### src/wdg_defs.svh
`ifndef WDG_DEFS_SVH
`define WDG_DEFS_SVH

// ****************************************************************
// clock and internal timebase
// ****************************************************************
`define WDG_CLK_NS          100
`define WDG_TICK_NS         1000
`define WDG_DIV_CYC         (`WDG_TICK_NS / `WDG_CLK_NS)
`define WDG_US2TICK(us)     ((us) * 1000 / `WDG_TICK_NS)

// ****************************************************************
// supervision times in microseconds (nominal), undervoltage reaction also in clock cycles
// ****************************************************************
`define WDG_RST_DELAY_US    8500
`define WDG_IGNORE_US       16000
`define WDG_TRIGGER_US      48000
`define WDG_LOW_US          8000
`define WDG_FILTER_US       200
`define WDG_FILTER_MIN_US   100
`define WDG_FILTER_MAX_US   500
`define WDG_UV_REACT_US     33
`define WDG_UV_REACT_CYC    (`WDG_UV_REACT_US * 1000 / `WDG_CLK_NS)

// ****************************************************************
// timer layout
// ****************************************************************
`define WDG_TMR_W           16

`endif

### src/wdg_pkg.sv
`default_nettype none
`include "wdg_defs.svh"

package wdg_pkg;

   // supervision states
   typedef enum logic [2:0] {
      WDG_POR,
      WDG_IGNORE,
      WDG_TRIGGER,
      WDG_LOWOUT,
      WDG_DISABLED
   } wdg_state_t;

   // timer command: reload strobe and value
   typedef struct packed {
      logic                    load;
      logic [`WDG_TMR_W-1:0]   value;
   } wdg_tmr_cmd_t;

endpackage

`default_nettype wire

### src/wdg_top.sv
// Behaviour
// - missing falling trigger edge within trigger period pulls output low.
// - all intervals counted from internal timebase derived by own divider.
// - after power-on output held low for full reset delay.
// - output rising edge while enabled starts 16 ms ignore interval, triggers ignored.
// - ignore end opens 48 ms trigger period.
// - falling trigger edge inside trigger period restarts that period.
// - missed trigger keeps output low for 8 ms.
// - enable state changes only after band flag steady for filter time.
// - band excursions shorter than 100 us change nothing.
// - enable state change completes within 500 us of steady flag.
// - reset and watchdog share one output, low when either demands.
// - undervoltage drives output low within 33 us.
// - disabled watchdog with no low interval running keeps output high.
// - leaving disabled state runs ignore interval, then new trigger period.
`timescale 1ns/10ps
`default_nettype none
`include "wdg_defs.svh"

module wdg_top
   import wdg_pkg::*;
#(
   parameter logic [`WDG_TMR_W-1:0] RST_DELAY_TICKS = 16'(`WDG_US2TICK(`WDG_RST_DELAY_US)),
   parameter logic [`WDG_TMR_W-1:0] IGNORE_TICKS    = 16'(`WDG_US2TICK(`WDG_IGNORE_US)),
   parameter logic [`WDG_TMR_W-1:0] TRIGGER_TICKS   = 16'(`WDG_US2TICK(`WDG_TRIGGER_US)),
   parameter logic [`WDG_TMR_W-1:0] LOW_TICKS       = 16'(`WDG_US2TICK(`WDG_LOW_US))
) (
   input  wire logic   CLK,
   input  wire logic   RESET,
   input  wire logic   WD_TRIGGER_IN,
   input  wire logic   DISABLE_BAND_LEVEL,
   input  wire logic   UNDERVOLTAGE,
   output logic        SUPERVISOR_OUT_N,
   output logic        SUPERVISOR_PULL_OE,
   output logic        WD_ENABLED
);

   localparam logic [3:0]            DIV_LAST     = 4'(`WDG_DIV_CYC - 1);
   localparam logic [`WDG_TMR_W-1:0] FILTER_TICKS = 16'(`WDG_US2TICK(`WDG_FILTER_US));

   wdg_state_t             state_q;
   wdg_state_t             state_d;
   logic [3:0]             div_q;
   logic [3:0]             div_d;
   logic                   tick;
   logic                   trig_prev_q;
   logic                   trig_fall;
   logic                   en_q;
   logic                   en_d;
   logic                   out_d;
   logic [12:0]            diff_run_q;
   logic [12:0]            diff_run_d;
   wdg_tmr_cmd_t           tmr_cmd;
   wdg_tmr_cmd_t           filt_cmd;
   logic [`WDG_TMR_W-1:0]  tmr_cnt;
   logic [`WDG_TMR_W-1:0]  filt_cnt;
   logic                   tmr_done;
   logic                   filt_done;
   logic                   band_differs;

   // ****************************************************************
   // internal timebase
   // ****************************************************************
   // divider giving one tick per microsecond
   always_comb begin
      div_d = (div_q == DIV_LAST) ? 4'h0 : div_q + 4'h1;
   end

   assign tick = (div_q == DIV_LAST);

   always_ff @(posedge CLK or posedge RESET) begin
      if (RESET) begin
         div_q <= 4'h0;
      end else begin
         div_q <= div_d;
      end
   end

   // ****************************************************************
   // interval timers
   // ****************************************************************
   wdg_timer #(
      .RST_VAL (RST_DELAY_TICKS)
   ) u_interval (
      .clk   (CLK),
      .rst   (RESET),
      .tick  (tick),
      .cmd   (tmr_cmd),
      .count (tmr_cnt),
      .done  (tmr_done)
   );

   wdg_timer #(
      .RST_VAL (FILTER_TICKS)
   ) u_filter (
      .clk   (CLK),
      .rst   (RESET),
      .tick  (tick),
      .cmd   (filt_cmd),
      .count (filt_cnt),
      .done  (filt_done)
   );

   // ****************************************************************
   // disable band filter
   // ****************************************************************
   // filter restarts whenever the band flag agrees with the enable state
   always_comb begin
      band_differs   = (DISABLE_BAND_LEVEL == en_q);
      filt_cmd.load  = !band_differs;
      filt_cmd.value = FILTER_TICKS;
      en_d           = en_q;
      if (band_differs && filt_done) begin
         en_d = !DISABLE_BAND_LEVEL;
      end
      // cycles the band flag has disagreed, for the timing checks
      diff_run_d = band_differs ? diff_run_q + 13'h0001 : 13'h0000;
   end

   always_ff @(posedge CLK or posedge RESET) begin
      if (RESET) begin
         en_q       <= 1'b1;
         diff_run_q <= 13'h0000;
      end else begin
         en_q       <= en_d;
         diff_run_q <= diff_run_d;
      end
   end

   // ****************************************************************
   // supervision state machine
   // ****************************************************************
   assign trig_fall = trig_prev_q && !WD_TRIGGER_IN;

   // next state and interval reload
   always_comb begin
      state_d = state_q;
      case (state_q)
         WDG_POR: begin
            if (tmr_done) begin
               state_d = en_q ? WDG_IGNORE : WDG_DISABLED;
            end
         end
         WDG_IGNORE: begin
            if (!en_q) begin
               state_d = WDG_DISABLED;
            end else if (tmr_done) begin
               state_d = WDG_TRIGGER;
            end
         end
         WDG_TRIGGER: begin
            if (!en_q) begin
               state_d = WDG_DISABLED;
            end else if (!trig_fall && tmr_done) begin
               state_d = WDG_LOWOUT;
            end
         end
         WDG_LOWOUT: begin
            if (tmr_done) begin
               state_d = en_q ? WDG_IGNORE : WDG_DISABLED;
            end
         end
         WDG_DISABLED: begin
            if (en_q) begin
               state_d = WDG_IGNORE;
            end
         end
         default: begin
            state_d = WDG_POR;
         end
      endcase
      if (UNDERVOLTAGE) begin
         state_d = WDG_POR;
      end
      tmr_cmd.load = UNDERVOLTAGE || (state_d != state_q) ||
                     (state_q == WDG_TRIGGER && trig_fall);
      case (state_d)
         WDG_IGNORE:  tmr_cmd.value = IGNORE_TICKS;
         WDG_TRIGGER: tmr_cmd.value = TRIGGER_TICKS;
         WDG_LOWOUT:  tmr_cmd.value = LOW_TICKS;
         default:     tmr_cmd.value = RST_DELAY_TICKS;
      endcase
      out_d = !(state_d == WDG_POR || state_d == WDG_LOWOUT);
   end

   always_ff @(posedge CLK or posedge RESET) begin
      if (RESET) begin
         state_q     <= WDG_POR;
         trig_prev_q <= 1'b0;
      end else begin
         state_q     <= state_d;
         trig_prev_q <= WD_TRIGGER_IN;
      end
   end

   // ****************************************************************
   // outputs
   // ****************************************************************
   always_ff @(posedge CLK or posedge RESET) begin
      if (RESET) begin
         SUPERVISOR_OUT_N   <= 1'b0;
         SUPERVISOR_PULL_OE <= 1'b1;
         WD_ENABLED         <= 1'b1;
      end else begin
         SUPERVISOR_OUT_N   <= out_d;
         SUPERVISOR_PULL_OE <= !out_d;
         WD_ENABLED         <= en_d;
      end
   end

   // ****************************************************************
   // assertions
   // ****************************************************************
   tick_spacing_a: assert property (@(posedge CLK) disable iff (RESET)
      tick |=> !tick [*8] ##1 !tick ##1 tick)
      else $error("timebase tick spacing wrong");

   por_release_a: assert property (@(posedge CLK) disable iff (RESET)
      (state_q == WDG_POR && !tmr_done) |=> !SUPERVISOR_OUT_N)
      else $error("output released during reset delay");

   rise_ignore_a: assert property (@(posedge CLK) disable iff (RESET)
      $rose(SUPERVISOR_OUT_N) |-> (state_q == WDG_IGNORE || state_q == WDG_DISABLED))
      else $error("output rose without ignore interval");

   ignore_end_a: assert property (@(posedge CLK) disable iff (RESET)
      (state_q == WDG_IGNORE && tmr_done && en_q && !UNDERVOLTAGE)
      |=> state_q == WDG_TRIGGER && tmr_cnt == TRIGGER_TICKS)
      else $error("trigger period not opened after ignore");

   trig_restart_a: assert property (@(posedge CLK) disable iff (RESET)
      (state_q == WDG_TRIGGER && trig_fall && en_q && !UNDERVOLTAGE)
      |=> state_q == WDG_TRIGGER && tmr_cnt == TRIGGER_TICKS)
      else $error("trigger edge did not restart period");

   missed_low_a: assert property (@(posedge CLK) disable iff (RESET)
      (state_q == WDG_TRIGGER && tmr_done && !trig_fall && en_q && !UNDERVOLTAGE)
      |=> !SUPERVISOR_OUT_N && tmr_cnt == LOW_TICKS)
      else $error("missed trigger not signalled");

   low_end_a: assert property (@(posedge CLK) disable iff (RESET)
      (state_q == WDG_LOWOUT && tmr_done && en_q && !UNDERVOLTAGE)
      |=> SUPERVISOR_OUT_N && state_q == WDG_IGNORE)
      else $error("low interval end not followed by ignore");

   filter_hold_a: assert property (@(posedge CLK) disable iff (RESET)
      (en_q != $past(en_q)) |-> $past(filt_done) && $past(band_differs) && $past(diff_run_q) >= 13'h03E7)
      else $error("enable changed before filter time");

   filter_bound_a: assert property (@(posedge CLK) disable iff (RESET)
      diff_run_q < 13'h1388)
      else $error("enable change later than allowed");

   disabled_high_a: assert property (@(posedge CLK) disable iff (RESET)
      state_q == WDG_DISABLED |-> SUPERVISOR_OUT_N)
      else $error("disabled watchdog holds output low");

   uv_low_a: assert property (@(posedge CLK) disable iff (RESET)
      UNDERVOLTAGE |=> !SUPERVISOR_OUT_N)
      else $error("undervoltage did not pull output low");

   reenable_a: assert property (@(posedge CLK) disable iff (RESET)
      (state_q == WDG_DISABLED && en_q && !UNDERVOLTAGE) |=> state_q == WDG_IGNORE)
      else $error("re-enable skipped ignore interval");

   missed_c: cover property (@(posedge CLK) disable iff (RESET)
      state_q == WDG_TRIGGER ##1 state_q == WDG_LOWOUT);
   served_c: cover property (@(posedge CLK) disable iff (RESET)
      state_q == WDG_TRIGGER && trig_fall);
   disable_c: cover property (@(posedge CLK) disable iff (RESET)
      $fell(en_q));
   lowdis_c: cover property (@(posedge CLK) disable iff (RESET)
      state_q == WDG_LOWOUT ##1 state_q == WDG_DISABLED);

endmodule

`default_nettype wire

### src/wdg_timer.sv
`timescale 1ns/10ps
`default_nettype none
`include "wdg_defs.svh"

module wdg_timer
   import wdg_pkg::*;
#(
   parameter logic [`WDG_TMR_W-1:0] RST_VAL = 16'h0001
) (
   input  wire logic                  clk,
   input  wire logic                  rst,
   input  wire logic                  tick,
   input  wire wdg_tmr_cmd_t          cmd,
   output logic [`WDG_TMR_W-1:0]      count,
   output logic                       done
);

   logic [`WDG_TMR_W-1:0] cnt_q;
   logic [`WDG_TMR_W-1:0] cnt_d;

   // ****************************************************************
   // down counter on timebase ticks
   // ****************************************************************
   always_comb begin
      cnt_d = cnt_q;
      if (cmd.load) begin
         cnt_d = cmd.value;
      end else if (tick && cnt_q != '0) begin
         cnt_d = cnt_q - 16'h0001;
      end
   end

   always_ff @(posedge clk or posedge rst) begin
      if (rst) begin
         cnt_q <= RST_VAL;
      end else begin
         cnt_q <= cnt_d;
      end
   end

   assign count = cnt_q;
   assign done  = (cnt_q == '0); // interval elapsed

endmodule

`default_nettype wire

### config.mk
export PLATFORM = sky130hd
export DESIGN_NAME = wdg_top
export DESIGN_NICKNAME = d
export VERILOG_FILES = /design/src/wdg_pkg.sv /design/src/wdg_top.sv /design/src/wdg_timer.sv
export VERILOG_INCLUDE_DIRS = /design/src
export SDC_FILE = /design/constraint.sdc
export NUM_CORES = 1
export LEC_CHECK = 0
export BUFFER_PORTS_ARGS = -buffer_cell sky130_fd_sc_hd__buf_4
export CELL_PAD_IN_SITES_DETAIL_PLACEMENT = 0
export CELL_PAD_IN_SITES_GLOBAL_PLACEMENT = 1
export CORE_ASPECT_RATIO = 2
export CORE_UTILIZATION = 40
export DETAILED_ROUTE_END_ITERATION = 8
export GPL_ROUTABILITY_DRIVEN = 1
export HOLD_SLACK_MARGIN = 0.15
export PLACE_DENSITY = 0.64
export SLEW_MARGIN = 40
export SYNTH_ARGS = -nofsm -noshare
export SYNTH_HDL_FRONTEND = slang
export SYNTH_SLANG_ARGS = --single-unit
### constraint.sdc
create_clock -name CLK -period 2.6 [get_ports CLK]
set_input_delay 0.52 -clock CLK [delete_from_list [all_inputs] [get_ports CLK]]
set_output_delay 0.52 -clock CLK [all_outputs]
set_load 0.02 [all_outputs]
==> results of run 1 <==
==> sequential cells by signal (all words and copies together) (netlist names) <==
register	count
SUPERVISOR_OUT_N	1
SUPERVISOR_PULL_OE	1
WD_ENABLED	1
div_q	4
state_q	3
trig_prev_q	1
u_filter.count	16
u_interval.count	16
==> worst paths after layout <==
check | from | depth (start not counted) | endpoint | slack, ns
max | u_interval.count[0] | 9 | u_interval.count[15] | 0.20
min | RESET | 2 | u_filter.count[10] | 0.27
max reg2reg | u_interval.count[0] | 9 | u_interval.count[15] | 0.20
min reg2reg | div_q[2] | 1 | div_q[2] | 0.51
max in group asynchronous | RESET | 3 | u_interval.count[2] | 1.76
min in group CLK | WD_TRIGGER_IN | 1 | trig_prev_q | 0.34
==> routing by layer <==
layer / wire [um] / vias to the layer above
li1: - / 886
met1: 1910 / 871
met2: 3090 / 17
met3: 105 / 12
met4: 144 / 0
met5: 0 / -
==> per-stage QoR <==
step / hold slack (ns) / cells / util (%) / worst slack, ns
floorplan: 0.479 / 249 / - / 0.268
global placement: 0.507 / 319 / 44.5 / 0.0660
detailed placement: 0.506 / 319 / 44.7 / 0.0136
CTS: 0.305 / 327 / 47.8 / 0.0275
global route: 0.321 / 327 / 48.0 / 0.0449
finish: 0.272 / 327 / 48.0 / 0.200
==> cell usage after synthesis <==
library cell	count
a2bb2oi_1	1
a41oi_1	1
a21boi_0	1
a22o_1	1
and4bb_2	1
xor2_1	19
nand3_1	8
nor3_1	7
dfrtp_1	33
nor4b_1	1
nor3b_1	2
or4_1	4
a21o_1	1
a31o_2	2
or3_4	1
nand2_1	22
a22oi_1	1
dfstp_2	10
nor4_1	4
nand2b_1	4
nor2b_1	4
nor4bb_1	1
nand4b_1	1
xnor2_1	14
clkbuf_1	6
mux2i_1	3
and4b_1	2
nand4_4	1
nand3b_1	4
nor4_4	3
o21ai_0	7
a211oi_1	1
inv_1	12
buf_2	2
nand4_1	2
a31oi_1	2
a21oi_1	13
a311oi_4	1
nor2_1	37
ha_1	3
or3_1	3
o21a_1	1
o221ai_1	1
and2_1	1
==> logic make-up (layout without fill, tap and decap cells) <==
logic type               after synthesis  in the layout  synth area share, %
AO/OA/AOI/OAI                         34             34                 9.57
XOR/XNOR                              33             33                 12.1
adder cells (fa/ha/maj)                3              3                 1.57
buffers and inverters                 20             37                 3.24
flip-flops                            43             43                 45.5
multiplexers                           3              3                 1.26
AND/OR/NAND/NOR                      113            113                 26.8
==> timing repair <==
item,CTS,global route
pin swaps,0,0
endpoints found under the setup margin,1,8
gates resized for setup,1,1
==> final cells by class <==
class	count	area (um2)
Fill cell	574	3000
Timing Repair Buffer	17	128
Multi-Input combinational cell	186	1250
Clock inverter	2	35.0
Inverter	12	47.5
Clock buffer	6	139
Tap cell	61	76.3
Sequential cell	43	1090
==> power groups by stage <==
stage | Sequential, uW | Clock (uW) | Combinational [uW]
6_report | 687 | 745 | 55.6
3_3_place_gp | 699 | 0 | 55.6
4_1_cts | 687 | 765 | 57.5
3_5_place_dp | 699 | 0 | 57.1
5_1_grt | 687 | 792 | 63.0
2_1_floorplan | 696 | 0 | 33.4
==> worst max-delay path, stage by stage (launching register included) <==
cell and delay [ns]:
dfrtp_1 0.40, inv_1 0.12, ha_1 0.17, nor3b_2 0.25, nand4_4 0.17, or3_4 0.41, a311oi_4 0.36, buf_4 0.20
nand3_1 0.11, o21ai_0 0.12
==> cell usage in the layout, fill, tap and decap left out, drive strengths merged, types with 2 or more instances in the layout <==
| cell | netlist | routed |
|---|---|---|
| a21oi | 13 | 13 |
| a31o | 2 | 2 |
| a31oi | 2 | 2 |
| and4b | 2 | 2 |
| buf | 2 | 17 |
| clkbuf | 6 | 6 |
| dfrtp | 33 | 33 |
| dfstp | 10 | 10 |
| ha | 3 | 3 |
| inv | 12 | 12 |
| mux2i | 3 | 3 |
| nand2 | 22 | 22 |
| nand2b | 4 | 4 |
| nand3 | 8 | 8 |
| nand3b | 4 | 4 |
| nand4 | 3 | 3 |
| nor2 | 37 | 37 |
| nor2b | 4 | 4 |
| nor3 | 7 | 7 |
| nor3b | 2 | 2 |
| nor4 | 7 | 7 |
| o21ai | 7 | 7 |
| or3 | 4 | 4 |
| or4 | 4 | 4 |
| xnor2 | 14 | 14 |
| xor2 | 19 | 19 |
==> flow_summary.yaml, run 1 <==
worst_hold_path:
  hold_path.class: "input port to async pin"
grt:
  grt_max_degree: 43
  grt_overflow: 0
  use_met3_pct: 3.60
  grt_use_met2_pct: 35.9
  grt_antenna_before_repair: 0
  grt_pass1_vias: 1864
  grt.busiest_layer: "met2"
  grt_pass1_wl_mm: 9.04
  grtUsageTotal_pct: 19.0
  grtUsageMet1_pct: 19.5
timing:
  setup_viol: 0
  timing_hold_violations_final: 0
  maxSlewHeadroom_pct: 58.2
  fmax_mhz: 417
  rsz0062_at_grt: "no"
  drv_slew: 0
  finalSetupTns_ns: 0
  fin_crit_sh_pct: 92.3
  worst_slew_pin_slew_ns: 0.624
  period_needed_ns: 2.40
  clock_skew_ns: 0.00678
drt:
  wl_mm: 5.25
  first_pass_iters: 4
  routedWlPerCell_um: 16.0
  drc_errors: 0
  ant_nets: 0
  dr_total_vias: 1786
  via_per_inst: 5.46
  first_iter_violations: 41
power_and_ir_drop:
  total_leakage_power_uw: 0.00116
  clkPwrFrac_pct: 50.1
  power.internal_uw: 1170
  pwr-share-comb_pct: 3.7
  ir_drop_uv: 408
  seqPwrFrac_pct: 46.2
  p_switching_uw: 313
  pwr_density_cell_nw_per_um2: 539
  p_sw_share_pct: 21.0
  power_uw: 1490
floorplanning:
  core_um2: 5760
  num_io_pins: 8
  chipWidth_um: 56.7
  fp.dieH_um: 111
  start_util_pct: 41.5
  dieArea_um2: 6310
  num_rows: 39
yosys:
  yosysTopAreaCellShare_pct: 34.5
  seq_area_frac_synth_pct: 45.5
  syn_nets: 257
  synth_area_leaders: "dfrtp_1, dfstp_2, xor2_1, nor2_1, xnor2_1"
  synth_warnings: 0
  yosysUniqueCellTypes: 44
  synth_cells: 249
  syn_avg_cell_area_um2: 9.61
  synth_area_leader_cell: "dfrtp_1"
  syn-cell-area_um2: 2390
  ys_ff_latch: 43
clock_tree:
  cts_setup_buffers: 0
  clkLatencyLatePin_ns: 0.29
  htree_levels: 2
  cts_sinks: 43
  clock-root-buffer: "clkbuf_16"
  cts_tree: "done"
  clkTransAtPathRegs_ns: 0.06
  cts.path.max_buffers: 2
  cts_buffers: 5
  postCtsHoldBufs: 0
finish:
  area_growth_pct: 15.4
  n_antenna_cell: 0
  finalNetCount: 273
  drive_above_1_share_pct: 18.4
  stdcell_area_um2: 2760
worst_setup_path:
  cp_max_fo: 6
  cp.required_ns: 2.80
  cp-end-kind: "register"
  path_class: "register to register"
  cp_data_arrival_time_ns: 2.60
  worstSetupStartpointType: "register"
status:
  status: "finished clean"
place:
  place_congestion: 0.798
  buffer_ports.inserted: 7
  post_dp_cell_area_um2: 2570
  dp_hpwl_mm: 3.83
flow_run:
  drv_cap: 0
Power figures use the tool's default switching activity.
==> inputs of run 2 (changes only) <==
--- a/config.mk
+++ b/config.mk
@@ -14,7 +14,7 @@
 export DETAILED_ROUTE_END_ITERATION = 8
 export GPL_ROUTABILITY_DRIVEN = 1
 export HOLD_SLACK_MARGIN = 0.15
-export PLACE_DENSITY = 0.64
+export PLACE_DENSITY_LB_ADDON = 0.1
 export SLEW_MARGIN = 40
 export SYNTH_ARGS = -nofsm -noshare
 export SYNTH_HDL_FRONTEND = slang
==> run 2 against run 1 <==
Effect of this change:
- critical endpoint unchanged
- largest power group is now sequential cells
- power is 8.9% lower
- global-route usage fell by 0.40 points
- critical path type unchanged
- via count shrank 0.39%
- critical path depth stayed put
- largest cell class unchanged
- clock power down 18%
- worst setup slack better by 0.034 ns
==> flow_summary.yaml, run 2 (same netlist as run 1, synthesis figures left out) <==
floorplanning:
  start_util_pct: 41.5
  fp.dieH_um: 111
  num_rows: 39
  num_io_pins: 8
  core_um2: 5760
  chipWidth_um: 56.7
  dieArea_um2: 6310
finish:
  final_cell_mix: "nor2_1, dfrtp_1, nand2_1"
  fillers: 591
  finalNetCount: 271
  mostFrequentLayoutCell: "nor2_1"
  n_antenna_cell: 0
  area_growth_pct: 13.0
  multi_input_area_um2: 1240
  drive_above_1_share_pct: 16.7
  area.sequential_um2: 1090
drt:
  ant_nets: 0
  first_pass_iters: 4
  top_layer_used: "met4"
  wl_mm: 5.20
  wl_met2_mm: 2.96
  drt-met1-wl_mm: 1.98
  routedWlPerCell_um: 16.0
  dr_total_vias: 1779
  drc_errors: 0
  first_iter_violations: 55
  via_per_inst: 5.47
  route.met3.wl_um: 73
timing:
  drv_slew: 0
  fin_ws_ns: 0.233
  clock_skew_ns: 0.00968
  whs_ns: 0.224
  fin_crit_sh_pct: 91.0
  worst_slew_pin_slew_ns: 0.699
  finalSetupTns_ns: 0
  rsz0062_at_grt: "no"
  fmax_mhz: 423
  maxSlewHeadroom_pct: 53.0
  timing_hold_violations_final: 0
  setup_viol: 0
  period_needed_ns: 2.37
grt:
  grt_antenna_before_repair: 0
  grtUsageTotal_pct: 18.6
  grt_pass1_vias: 1808
  grt_pass1_wl_mm: 8.84
  grt_max_degree: 26
  grt_overflow: 0
clock_tree:
  cts_buffers: 5
  cts.path.max_buffers: 2
  cts_tree: "done"
  cts_setup_buffers: 0
  clock-root-buffer: "clkbuf_16"
  clkLatencyLatePin_ns: 0.29
  cts_sinks: 43
  clkTransAtPathRegs_ns: 0.06
  htree_levels: 2
power_and_ir_drop:
  total_leakage_power_uw: 0.00113
  pwr_density_cell_nw_per_um2: 501
  ir_drop_uv: 362
flow_run:
  drv_cap: 0
place:
  pre_cts_ws_ns: 0.0857
  place_congestion: 0.790
  dp_hpwl_mm: 3.78
  buffer_ports.inserted: 7
worst_setup_path:
  r2r-start: "u_interval.count[0]"
  path_class: "register to register"
  cp_data_arrival_time_ns: 2.58
  worstSetupStartpointType: "register"
  startpoint: "u_interval.count[0]"
  cp-end-kind: "register"
  cp_max_fo: 6
  cp.required_ns: 2.81
status:
  status: "finished clean"
worst_hold_path:
  hold_path.class: "input port to async pin"
## run 2: cell count changes in the layout (fill, tap and decap cells not counted)
| cell | change |
|---|---|
| inv_2 | +1 |
| bufinv_16 | -1 |
| clkbuf_1 | +2 |
| inv_4 | -1 |
| clkbuf_8 | -1 |
| buf_4 | -2 |
| nor3_1 | +1 |
| nor3_2 | -1 |
## run 2: power breakdown
part / internal (uW) / switching, uW / total, uW
Combinational: 18.6 / 34.3 / 52.9
Clock: 355 / 259 / 614
Sequential: 677 / 10.2 / 687
Total: 1050 / 303 / 1350
## run 2: worst paths after layout
check	endpoint	slack (ns)	depth (start not counted)
worst min-delay path	u_filter.count[10]	0.22	2
min in group CLK	trig_prev_q	0.35	1
worst max-delay path	u_interval.count[15]	0.23	9
max in group asynchronous	u_interval.count[2]	1.65	3
worst max register to register	u_interval.count[15]	0.23	9
worst min register to register	div_q[2]	0.51	1
## run 2: worst max-delay path, cell delays in order, from the launching register on
cell,delay [ns]
dfrtp_1,0.40
inv_1,0.12
ha_1,0.17
nor3b_2,0.25
nand4_4,0.14
or3_4,0.40
a311oi_4,0.36
buf_4,0.20
nand3_1,0.14
o21ai_0,0.11
## run 2: metal layers
layer / track usage, % / vias up
met5: 0 / -
met4: 10.7 / 0
met3: 3.48 / 10
met2: 34.2 / 12
met1: 18.8 / 875
li1: - / 882
## run 2: repair_timing
| action | in CTS | in global routing |
|---|---|---|
| hold endpoints to repair | 0 | 0 |
| hold buffers | 0 | 0 |
| gates resized for setup | 0 | 2 |
| setup endpoints to repair | 0 | 6 |
## run 2: final cells by class
| type | count | share of cell area, % |
|---|---|---|
| Clock buffer | 7 | 4.91 |
| Clock inverter | 1 | 0.185 |
| Inverter | 12 | 1.67 |
| Multi-Input combinational cell | 186 | 46.0 |
| Sequential cell | 43 | 40.3 |
| Tap cell | 61 | 2.82 |
| Timing Repair Buffer | 15 | 4.17 |
## run 2: through the flow
step                      instance area, um2  cells  power, uW  util, %
after floorplan                         2390    249        730        -
after global placement                  2550    317        753     44.3
after detailed placement                2550    317        753     44.3
after CTS                               2690    325       1380     46.7
after global routing                    2700    325       1410     46.9
final                                   2700    325       1350     46.9
==> inputs of run 3 (changes only) <==
==> constraint.sdc (replaced) <==
create_clock -name CLK -period 2.5 [get_ports CLK]
set_input_delay 0.5 -clock CLK [delete_from_list [all_inputs] [get_ports CLK]]
set_output_delay 0.5 -clock CLK [all_outputs]
set_load 0.02 [all_outputs]
==> run 3 against run 2 <==
Effect of this change:
- power is 4.4% higher
- non-clock buffer count is 3 higher
- core utilization is 0.78 points higher
- register-to-register slack worse by 0.05 ns
- clock-buffer cell count is 1 lower
- first-iteration DRC count is 47% higher
- flip-flop and latch count stayed put
- die area stayed put
- via count is 1.2% lower
- critical path depth is 2 lower
- wire length is 0.33% lower
- critical endpoint is now u_interval.count[7]
- largest power group unchanged
- highest routed layer unchanged
==> flow_summary.yaml, run 3 (same netlist as run 1, synthesis figures left out) <==
status:
  status: "finished clean"
place:
  post_dp_cell_area_um2: 2580
  place_congestion: 0.788
  buffer_ports.inserted: 7
  pre_cts_ws_ns: 0.0733
  dp_hpwl_mm: 3.74
  dpl.cell_count: 320
drt:
  first_iter_violations: 81
  dr_total_vias: 1757
  wl_mm: 5.18
  ant_nets: 0
  first_pass_iters: 4
  via_per_inst: 5.36
  routedWlPerCell_um: 15.8
  drc_errors: 0
timing:
  drv_slew: 0
  worst_slew_pin_slew_ns: 0.741
  finalSetupTns_ns: 0
  fin_crit_sh_pct: 92.6
  period_needed_ns: 2.31
  timing_hold_violations_final: 0
  rsz0062_at_grt: "no"
  clock_skew_ns: 0.00486
  fin_ws_ns: 0.186
  maxSlewHeadroom_pct: 50.2
  fmax_mhz: 432
  whs_ns: 0.228
  setup_viol: 0
grt:
  grt_overflow: 0
  grt_antenna_before_repair: 0
  grt_pass1_wl_mm: 8.51
  grt_pass1_vias: 1780
  grt_max_degree: 44
  grtUsageTotal_pct: 17.9
worst_setup_path:
  worst_path_max_delay_cell: "dfrtp_1"
  worstSetupStartpointType: "register"
  path_cells: "nor4_4 > nand4_4 > or3_4 > a311oi_4 > buf_4 > nand2b_1 > a31oi_1"
  crit_buf_inv: 1
  critPathMaxStageDelay_ns: 0.44
  cp.required_ns: 2.67
  crit_family: "simple AND/OR/NAND/NOR gates"
  path_class: "register to register"
  cp_max_fo: 5
  cp_data_arrival_time_ns: 2.48
  cp-end-kind: "register"
floorplanning:
  core_um2: 5760
  num_io_pins: 8
  chipWidth_um: 56.7
  dieArea_um2: 6310
  fp.dieH_um: 111
  num_rows: 39
  start_util_pct: 41.5
power_and_ir_drop:
  power.internal_uw: 1100
  pwr_density_cell_nw_per_um2: 515
  clkPwrFrac_pct: 45.2
  ir_drop_uv: 406
  p_sw_share_pct: 22.5
  p_switching_uw: 319
  total_leakage_power_uw: 0.00115
  seqPwrFrac_pct: 50.6
  pwr-share-comb_pct: 4.2
clock_tree:
  cts_tree: "done"
  cts_sinks: 43
  clock-root-buffer: "clkbuf_16"
  cts_buffers: 5
  clkLatencyLatePin_ns: 0.29
  cts_setup_buffers: 0
  clkTransAtPathRegs_ns: 0.06
  htree_levels: 2
  cts.path.max_buffers: 2
finish:
  n_antenna_cell: 0
  stdcell_area_um2: 2750
  fin_cells: 328
  area_growth_pct: 14.9
  final_cell_mix: "nor2_1, dfrtp_1, nand2_1"
  finalNetCount: 274
  drive_above_1_share_pct: 18.4
  mostFrequentLayoutCell: "nor2_1"
flow_run:
  drv_cap: 0
worst_hold_path:
  hold_path.class: "input port to async pin"
run 3: layout make-up:
type / count / area (um2)
multi-input combinational: 186 / 1250
inverter: 12 / 45.0
fill: 579 / 3010
tap: 61 / 76.3
timing repair buffer: 18 / 148
sequential: 43 / 1090
clock inverter: 2 / 12.5
clock buffer: 6 / 129
run 3: worst paths after layout:
kind                       slack [ns]  cells after the start                   to           startpoint
setup / recovery                 0.19                      7  u_interval.count[7]  u_interval.count[9]
hold / removal                   0.23                      3   u_filter.count[14]                RESET
setup reg to reg                 0.19                      7  u_interval.count[7]  u_interval.count[9]
hold reg to reg                  0.52                      1             div_q[2]             div_q[2]
max in group asynchronous        1.97                      3    u_filter.count[3]                RESET
min in group CLK                 0.33                      1          trig_prev_q        WD_TRIGGER_IN
run 3: power groups by stage:
stage                     combinational [uW]  clock (uW)  sequential [uW]
after floorplan                         34.8           0              724
after global placement                  60.3           0              727
after detailed placement                60.4           0              727
after CTS                               60.7         669              715
after global routing                    66.7         685              715
final                                   59.5         640              715
run 3: worst min-delay path: stages:
cell and delay [ns]:
buf_4 0.11, inv_2 0.06, buf_12 0.22
run 3: metal layers:
metal,vias up,global-route usage (%),routed length [um]
met5,-,0,0
met4,0,8.33,119
met3,8,3.83,76
met2,11,33.4,2990
met1,853,18.3,1990
li1,885,-,-
run 3: per-stage QoR:
stage          power [uW]  utilization, %
6_report             1410            47.7
4_1_cts              1440            47.3
5_1_grt              1470            47.7
3_5_place_dp          788            44.9
2_1_floorplan         759               -
3_3_place_gp          787            44.9
run 3: repair_timing:
item | in CTS | in global routing
hold buffers | 0 | 0
hold endpoints to repair | 0 | 0
setup endpoints to repair | 0 | 4
resized for setup | 0 | 2
